`config.mk`:
```
export PLATFORM = sky130hd
export DESIGN_NAME = ir_pin_routing_host_port
export DESIGN_NICKNAME = d
export VERILOG_FILES = /design/src/core/pin_sync.v /design/src/core/ir_pin_routing_host_port.v
export VERILOG_INCLUDE_DIRS = /design/src /design/src/core
export SDC_FILE = /design/constraint.sdc
export NUM_CORES = 1
export LEC_CHECK = 0
export ABC_AREA = 1
export BUFFER_PORTS_ARGS = -buffer_cell sky130_fd_sc_hd__buf_4
export CORE_MARGIN = 1.5
export CORE_UTILIZATION = 50
export DETAILED_ROUTE_END_ITERATION = 6
export PLACE_DENSITY_LB_ADDON = 0.05
export SYNTH_ARGS = -nofsm -noshare
export SYNTH_HDL_FRONTEND = slang
export SYNTH_SLANG_ARGS = --single-unit
```
`constraint.sdc`:
```
create_clock -name clk_sys -period 4.2 [get_ports clk_sys]
set_input_delay 0.21 -clock clk_sys [delete_from_list [all_inputs] [get_ports clk_sys]]
set_output_delay 0.21 -clock clk_sys [all_outputs]
set_load 0.02 [all_outputs]
```
`src/core/ir_pins_defines.vh`:
```
// Constants for the infrared pin routing and host port block
// What this block does
// - Main output: link when remote off, remote when pin-select high, else low
// - Remote output carries remote wave when remote on and pin-select low, else low
// - Passthrough forwards external input to selected output
// - Link interrupt high after reset, low on event
// - Remote interrupt high after reset, independent low
// - Strobes honoured only while chip select low
// - Reset low initialises all internal state except the input synchronisers
// - Power-down low suspends normal operation
// - Aux control and transmit outputs low after reset
`ifndef IR_PINS_DEFINES_VH
`define IR_PINS_DEFINES_VH
`define DATA_W 16
`define ADDR_W 4
`define REG_COUNT 16
`define REG_RESET 16'h0000
`define SYNC_STAGES 2
`endif

```
`src/core/pin_sync.v`:
```
// Two flip-flop synchroniser for a bundle of asynchronous pin inputs
module pin_sync #(
    parameter WIDTH = 1
) (
    input wire clk_sys,
    input wire rst,
    input wire [WIDTH-1:0] async_in,
    input wire [WIDTH-1:0] reset_value,
    output wire [WIDTH-1:0] sync_out
);
    reg [WIDTH-1:0] meta_q;
    reg [WIDTH-1:0] stable_q;
    genvar i;
    generate
        for (i = 0; i < WIDTH; i = i + 1) begin : g_bit
            always @(posedge clk_sys) begin
                if (rst) begin
                    meta_q[i] <= reset_value[i];
                    stable_q[i] <= reset_value[i];
                end else begin
                    meta_q[i] <= async_in[i];
                    stable_q[i] <= meta_q[i];
                end
            end
        end
    endgenerate
    // Both stages restart from the idle levels, so no false strobe shows while they refill
    assign sync_out = stable_q;
endmodule

```
`src/core/ir_pin_routing_host_port.v`:
```
// Pin routing, host register port and interrupt pins of the infrared link controller
`include "ir_pins_defines.vh"
module ir_pin_routing_host_port (
    input wire clk_sys,
    input wire rst,
    input wire reset_n,
    input wire power_down_n,
    input wire cs_n,
    input wire rd_n,
    input wire wr_n,
    input wire [`ADDR_W-1:0] host_addr,
    input wire [`DATA_W-1:0] host_data_in,
    output reg [`DATA_W-1:0] host_data_out,
    output wire host_data_oe_n,
    input wire ir_receive_in,
    input wire external_ir_in,
    input wire link_tx_wave,
    input wire remote_tx_wave,
    input wire remote_select,
    input wire remote_pin_select,
    input wire passthrough_select,
    input wire link_event,
    input wire remote_event,
    output reg ir_transmit_out,
    output reg remote_transmit_out,
    output reg link_irq_n,
    output reg remote_irq_n,
    output reg aux_control_out,
    output wire ir_receive_sync,
    output wire powered_down
);
    localparam NCTRL = 7;
    localparam NBUS = `ADDR_W + `DATA_W;
    // Control pins idle high, so the chains restart from the idle levels
    localparam [NCTRL-1:0] CTRL_IDLE = 7'h7c;
    localparam [1:0] ROUTE_LINK = 2'b00;
    localparam [1:0] ROUTE_MAIN_REMOTE = 2'b01;
    localparam [1:0] ROUTE_REMOTE_PIN = 2'b10;

    wire [NCTRL-1:0] ctrl_s;
    wire [NBUS-1:0] bus_s;

    pin_sync #(
        .WIDTH(NCTRL)
    ) ctrl_sync (
        .clk_sys(clk_sys),
        .rst(rst),
        .async_in({reset_n, power_down_n, cs_n, rd_n, wr_n, ir_receive_in, external_ir_in}),
        .reset_value(CTRL_IDLE),
        .sync_out(ctrl_s)
    );

    // Address and data pass the same two stages as the strobes, so all of them line up
    pin_sync #(
        .WIDTH(NBUS)
    ) bus_sync (
        .clk_sys(clk_sys),
        .rst(rst),
        .async_in({host_addr, host_data_in}),
        .reset_value({NBUS{1'b0}}),
        .sync_out(bus_s)
    );

    wire reset_n_s = ctrl_s[6];
    wire power_down_n_n_s = ctrl_s[5];
    wire cs_n_s = ctrl_s[4];
    wire rd_n_s = ctrl_s[3];
    wire wr_n_s = ctrl_s[2];
    wire ext_ir_s = ctrl_s[0];
    wire [`ADDR_W-1:0] addr_s = bus_s[NBUS-1:`DATA_W];
    wire [`DATA_W-1:0] data_s = bus_s[`DATA_W-1:0];
    assign ir_receive_sync = ctrl_s[1];

    wire clear = rst | ~reset_n_s;
    wire active = power_down_n_n_s;
    assign powered_down = ~power_down_n_n_s;

    // A write lands once per low period of the strobe, on its first synchronised cycle
    reg wr_n_prev_q;
    wire rd_sel = ~cs_n_s & ~rd_n_s;
    wire wr_edge = ~cs_n_s & ~wr_n_s & wr_n_prev_q;
    // Writes are ignored in power-down, so the waiting state keeps its settings
    wire wr_strobe = wr_edge & active;
    wire [`REG_COUNT-1:0] wr_onehot = {{(`REG_COUNT-1){1'b0}}, 1'b1} << addr_s;
    wire [`REG_COUNT-1:0] wr_hit;
    genvar j;
    generate
        for (j = 0; j < `REG_COUNT; j = j + 1) begin : g_slot
            assign wr_hit[j] = wr_strobe & wr_onehot[j];
        end
    endgenerate

    // Resets high like the idle strobe, so leaving reset gives no false write edge
    always @(posedge clk_sys) begin
        if (clear) begin
            wr_n_prev_q <= 1'b1;
        end else begin
            wr_n_prev_q <= wr_n_s;
        end
    end

    reg [`DATA_W-1:0] regs_q [0:`REG_COUNT-1];
    integer k;
    always @(posedge clk_sys) begin
        for (k = 0; k < `REG_COUNT; k = k + 1) begin
            if (clear) begin
                regs_q[k] <= `REG_RESET;
            end else if (wr_hit[k]) begin
                regs_q[k] <= data_s;
            end
        end
    end

    // Read data is caught while the read is selected and then held for the host
    // The bus stays driven two clocks past the strobes; that is the synchroniser's price
    wire [`DATA_W-1:0] read_word = regs_q[addr_s];
    always @(posedge clk_sys) begin
        if (clear) begin
            host_data_out <= `REG_RESET;
        end else if (rd_sel) begin
            host_data_out <= read_word;
        end
    end
    assign host_data_oe_n = ~rd_sel | clear;

    // Routing follows the selects directly; they come from logic on this clock
    reg [1:0] route_sel;
    always @* begin
        if (!remote_select) begin
            route_sel = ROUTE_LINK;
        end else if (remote_pin_select) begin
            route_sel = ROUTE_MAIN_REMOTE;
        end else begin
            route_sel = ROUTE_REMOTE_PIN;
        end
    end
    // Passthrough takes the synchronised pin, so it trails the external input by two clocks
    wire link_src = passthrough_select ? ext_ir_s : link_tx_wave;
    wire remote_src = passthrough_select ? ext_ir_s : remote_tx_wave;

    reg main_tx_d;
    reg remote_tx_d;
    reg link_irq_d;
    reg remote_irq_d;
    reg aux_d;

    always @* begin
        main_tx_d = 1'b0;
        remote_tx_d = 1'b0;
        case (route_sel)
            ROUTE_LINK: begin
                main_tx_d = link_src;
            end
            ROUTE_MAIN_REMOTE: begin
                main_tx_d = remote_src;
            end
            ROUTE_REMOTE_PIN: begin
                remote_tx_d = remote_src;
            end
            default: begin
                main_tx_d = 1'b0;
                remote_tx_d = 1'b0;
            end
        endcase
        // Transmit paths are forced low while suspended
        if (!active) begin
            main_tx_d = 1'b0;
            remote_tx_d = 1'b0;
        end
    end

    // Interrupt pins follow the event levels and rest high while suspended
    always @* begin
        link_irq_d = 1'b1;
        remote_irq_d = 1'b1;
        if (active) begin
            link_irq_d = ~link_event;
            remote_irq_d = ~remote_event;
        end
    end

    // Aux control mirrors bit 0 of register 0 and freezes while suspended
    always @* begin
        aux_d = aux_control_out;
        if (active) begin
            aux_d = regs_q[0][0];
        end
    end

    // Transmit, interrupt and aux pins leave from flip-flops, so no decode glitch reaches the transceiver
    always @(posedge clk_sys) begin
        if (clear) begin
            ir_transmit_out <= 1'b0;
            remote_transmit_out <= 1'b0;
        end else begin
            ir_transmit_out <= main_tx_d;
            remote_transmit_out <= remote_tx_d;
        end
    end

    always @(posedge clk_sys) begin
        if (clear) begin
            link_irq_n <= 1'b1;
            remote_irq_n <= 1'b1;
        end else begin
            link_irq_n <= link_irq_d;
            remote_irq_n <= remote_irq_d;
        end
    end

    always @(posedge clk_sys) begin
        if (clear) begin
            aux_control_out <= 1'b0;
        end else begin
            aux_control_out <= aux_d;
        end
    end

    // Oscillator settling after power-down is left to the host, which holds reset_n low
    // long enough; the block only ever sees the synchronised reset
endmodule

```
==> flow_metrics.env <==
export IMPL_coreArea_um2=28090
export IMPL_synth_top_area_frac=0.5340
export IMPL_grt_max_degree=121
export IMPL_ys_seq_elements=332
export IMPL_cp_cell_sequence="buf_4 -> nor2_4 -> inv_1 -> nor2_2 -> inv_1 -> o21ai_1 -> buf_4"
export IMPL_root_buffer="clkbuf_16"
export IMPL_numCtsBuffers=36
export IMPL_worstPathArrival_ns=2.77
export IMPL_row_count=61
export IMPL_ant_nets=0
export IMPL_clk_pin_slew_ns=0.06
export IMPL_cp_end_kind="flop"
export IMPL_hold_buffers=33
export IMPL_drc=0
export IMPL_hpwl_mm=23.50
export IMPL_skew_ns=0.02157
export IMPL_p_leak_nw=6.750
export IMPL_status="complete, no violations"
export IMPL_regArea_um2=9214
export IMPL_start_kind="flop"
export IMPL_cts_resized_gates=0
export IMPL_relSlewSlack=0.3162
export IMPL_die_w_um=172.7
export IMPL_total_power_mw=7.262
export IMPL_syn_area_um2=14400
export IMPL_vias_per_cell=5.104
export IMPL_drt_total_wl_mm=37.58
export IMPL_grt_usage=0.2526
export IMPL_yosysSeqAreaShare=0.6397
export IMPL_slowest_delay_ns=0.54
export IMPL_power_frac_clock=0.424
export IMPL_cts_tree="done"
export IMPL_crit_type="flop to flop"
export IMPL_final_common_cell="nand2_1"
export IMPL_grt_first_pass_wirelength_mm=57.35
export IMPL_worstSkewPairLatency_ns=0.53
export IMPL_area_growth_pct=14.68
export IMPL_yosysTopAreaCell="edfxtp_1"
export IMPL_cp_num_buf_inv=4
export IMPL_multiInputGateArea_um2=4328
export IMPL_final_util=0.5878
export IMPL_setup_tns_ns=0
export IMPL_crit_fanout=54
export IMPL_cts_sinks=332
export IMPL_max_freq_mhz=387.8
export IMPL_diodes=0
export IMPL_final_hold_violation_count=0
export IMPL_die_area_um2=29820
export IMPL_cts_setup_buffers=0
export IMPL_syn_nets=1599
export IMPL_cts_htree_levels=2
export IMPL_overflow=0
export IMPL_initial_utilization=0.5125
export IMPL_slew_viol_final=0
export IMPL_p_int_mw=5.623
export IMPL_crit_family="buffers and inverters"
export IMPL_power_frac_comb=0.064
export IMPL_antenna_found_initial=0
export IMPL_cts_path_max_buffers=3
export IMPL_die_h_um=172.7
export IMPL_synth_avg_cell_area_um2=9.210
export IMPL_rsz0062_at_grt="false"
export IMPL_wl_per_cell_um=18.56
export IMPL_worstMarginPinSlew_ns=1.025
export IMPL_swShare=0.2256
export IMPL_yosys_cell_types_count=22
export IMPL_synthCells=1563
export IMPL_first_global_vias=9719
export IMPL_mostFrequentLayoutCells="nand2_1, nor2_1, edfxtp_1"
export IMPL_fill_cells=2450
export IMPL_dr_pass1_iters=7
export IMPL_drt_iter0_markers=1203
export IMPL_finalSetupViolations=0
export IMPL_p_per_area_nw_per_um2=439.9
export IMPL_final_nets=1656
export IMPL_period_share=0.6140
export IMPL_hold_path_class="input port to flop"
export IMPL_worstPathRequired_ns=4.39
export IMPL_place_congestion=0.8986
export IMPL_cap_violations=0
export IMPL_pwr_share_seq=0.512
export IMPL_layout_drive_gt1_share=0.1129
export IMPL_synth_area_leaders="edfxtp_1, nand2_1, dfxtp_1"
export IMPL_io_buffers=59
export IMPL_vdd_drop_max_mv=0.3262
export IMPL_slowest_stage="dfxtp_4"
export IMPL_min_period_ns=2.579
export IMPL_p_sw_mw=1.638
export IMPL_vias=10340
export IMPL_io_pins=60
export IMPL_synth_warnings=0
-- cell type report --
cell class,instances,area share
clock inverters,13,0.005457
inverters,102,0.02327
repair buffers,115,0.05806
multi-input cells,1033,0.2622
clock buffers,52,0.06427
flip-flops and latches,332,0.5581
well taps,378,0.02865
-- metrics by stage --
step / cells / hold WS, ns / area, µm² / worst slack [ns]
after detailed placement: 1927 / 0.3836 / 15030 / 1.501
after global placement: 1927 / 0.3795 / 15030 / 1.561
after CTS: 2025 / 0.04419 / 16510 / 1.621
after floorplan: 1563 / 0.2799 / 14400 / 1.576
after global routing: 2025 / 0.1348 / 16510 / 1.454
final: 2025 / 0.07846 / 16510 / 1.621
-- per-layer routing --
layer	part of all wire	GRT usage	vias to the layer above
li1	-	-	5078
met1	0.45	0.3711	4801
met2	0.44	0.3822	390
met3	0.073	0.04112	67
met4	0.032	0.08623	0
met5	0	0	-
-- path summary, 6_finish.rpt --
check	startpoint	to	slack, ns	depth (start not counted)
worst max-delay path	bus_sync.sync_out[16]	regs_q[12][3]	1.62	7
worst min register to register	bus_sync.meta_q[10]	bus_sync.sync_out[10]	0.39	2
worst min-delay path	passthrough_select	ir_transmit_out	0.08	4
worst max register to register	bus_sync.sync_out[16]	regs_q[12][3]	1.62	7
-- worst register-to-register path: cells and delay by family, from the launching register on --
family | cells | cell delay [ns]
buffers and inverters | 4 | 0.96
AO/OA/AOI/OAI | 1 | 0.16
flip-flops | 1 | 0.54
AND/OR/NAND/NOR | 2 | 0.58
-- sequential cells by signal, summed over array words and instances, names as in the netlist, 7 cells and up --
name                flops
bus_sync.meta_q        20
ctrl_sync.meta_q        7
bus_sync.sync_out      20
regs_q                256
host_data_out          16
ctrl_sync.sync_out      7
-- power groups by stage --
stage               logic [mW]  registers (mW)  clock network (mW)
finish                   0.466            3.72                3.08
CTS                      0.466            3.72                3.12
global route             0.513            3.73                3.25
floorplan                0.279            3.77                   0
global placement         0.439            3.78                   0
detailed placement       0.440            3.78                   0
-- synth_stat cells --
master and n:
nand3_4 8, nor3_2 1, nand3_1 114, or2_2 11
nand3_2 8, o21ai_0 18, nor2_8 1, buf_6 3
nor2_1 334, buf_4 10, a21oi_1 9, nor2_2 6
nor3_1 1, dfxtp_1 76, buf_1 2, nor2_4 6
inv_2 8, buf_2 46, inv_1 94, edfxtp_1 256
nand2_1 516, clkbuf_1 35
-- kinds of logic after synthesis --
logic type / count (synthesis) / synth area share
buffers and inverters: 198 / 0.05980
and+or+nand+nor: 1006 / 0.2911
AOI/OAI and AO/OA: 27 / 0.009387
DFF: 332 / 0.6397
Power figures use the tool's default switching activity.
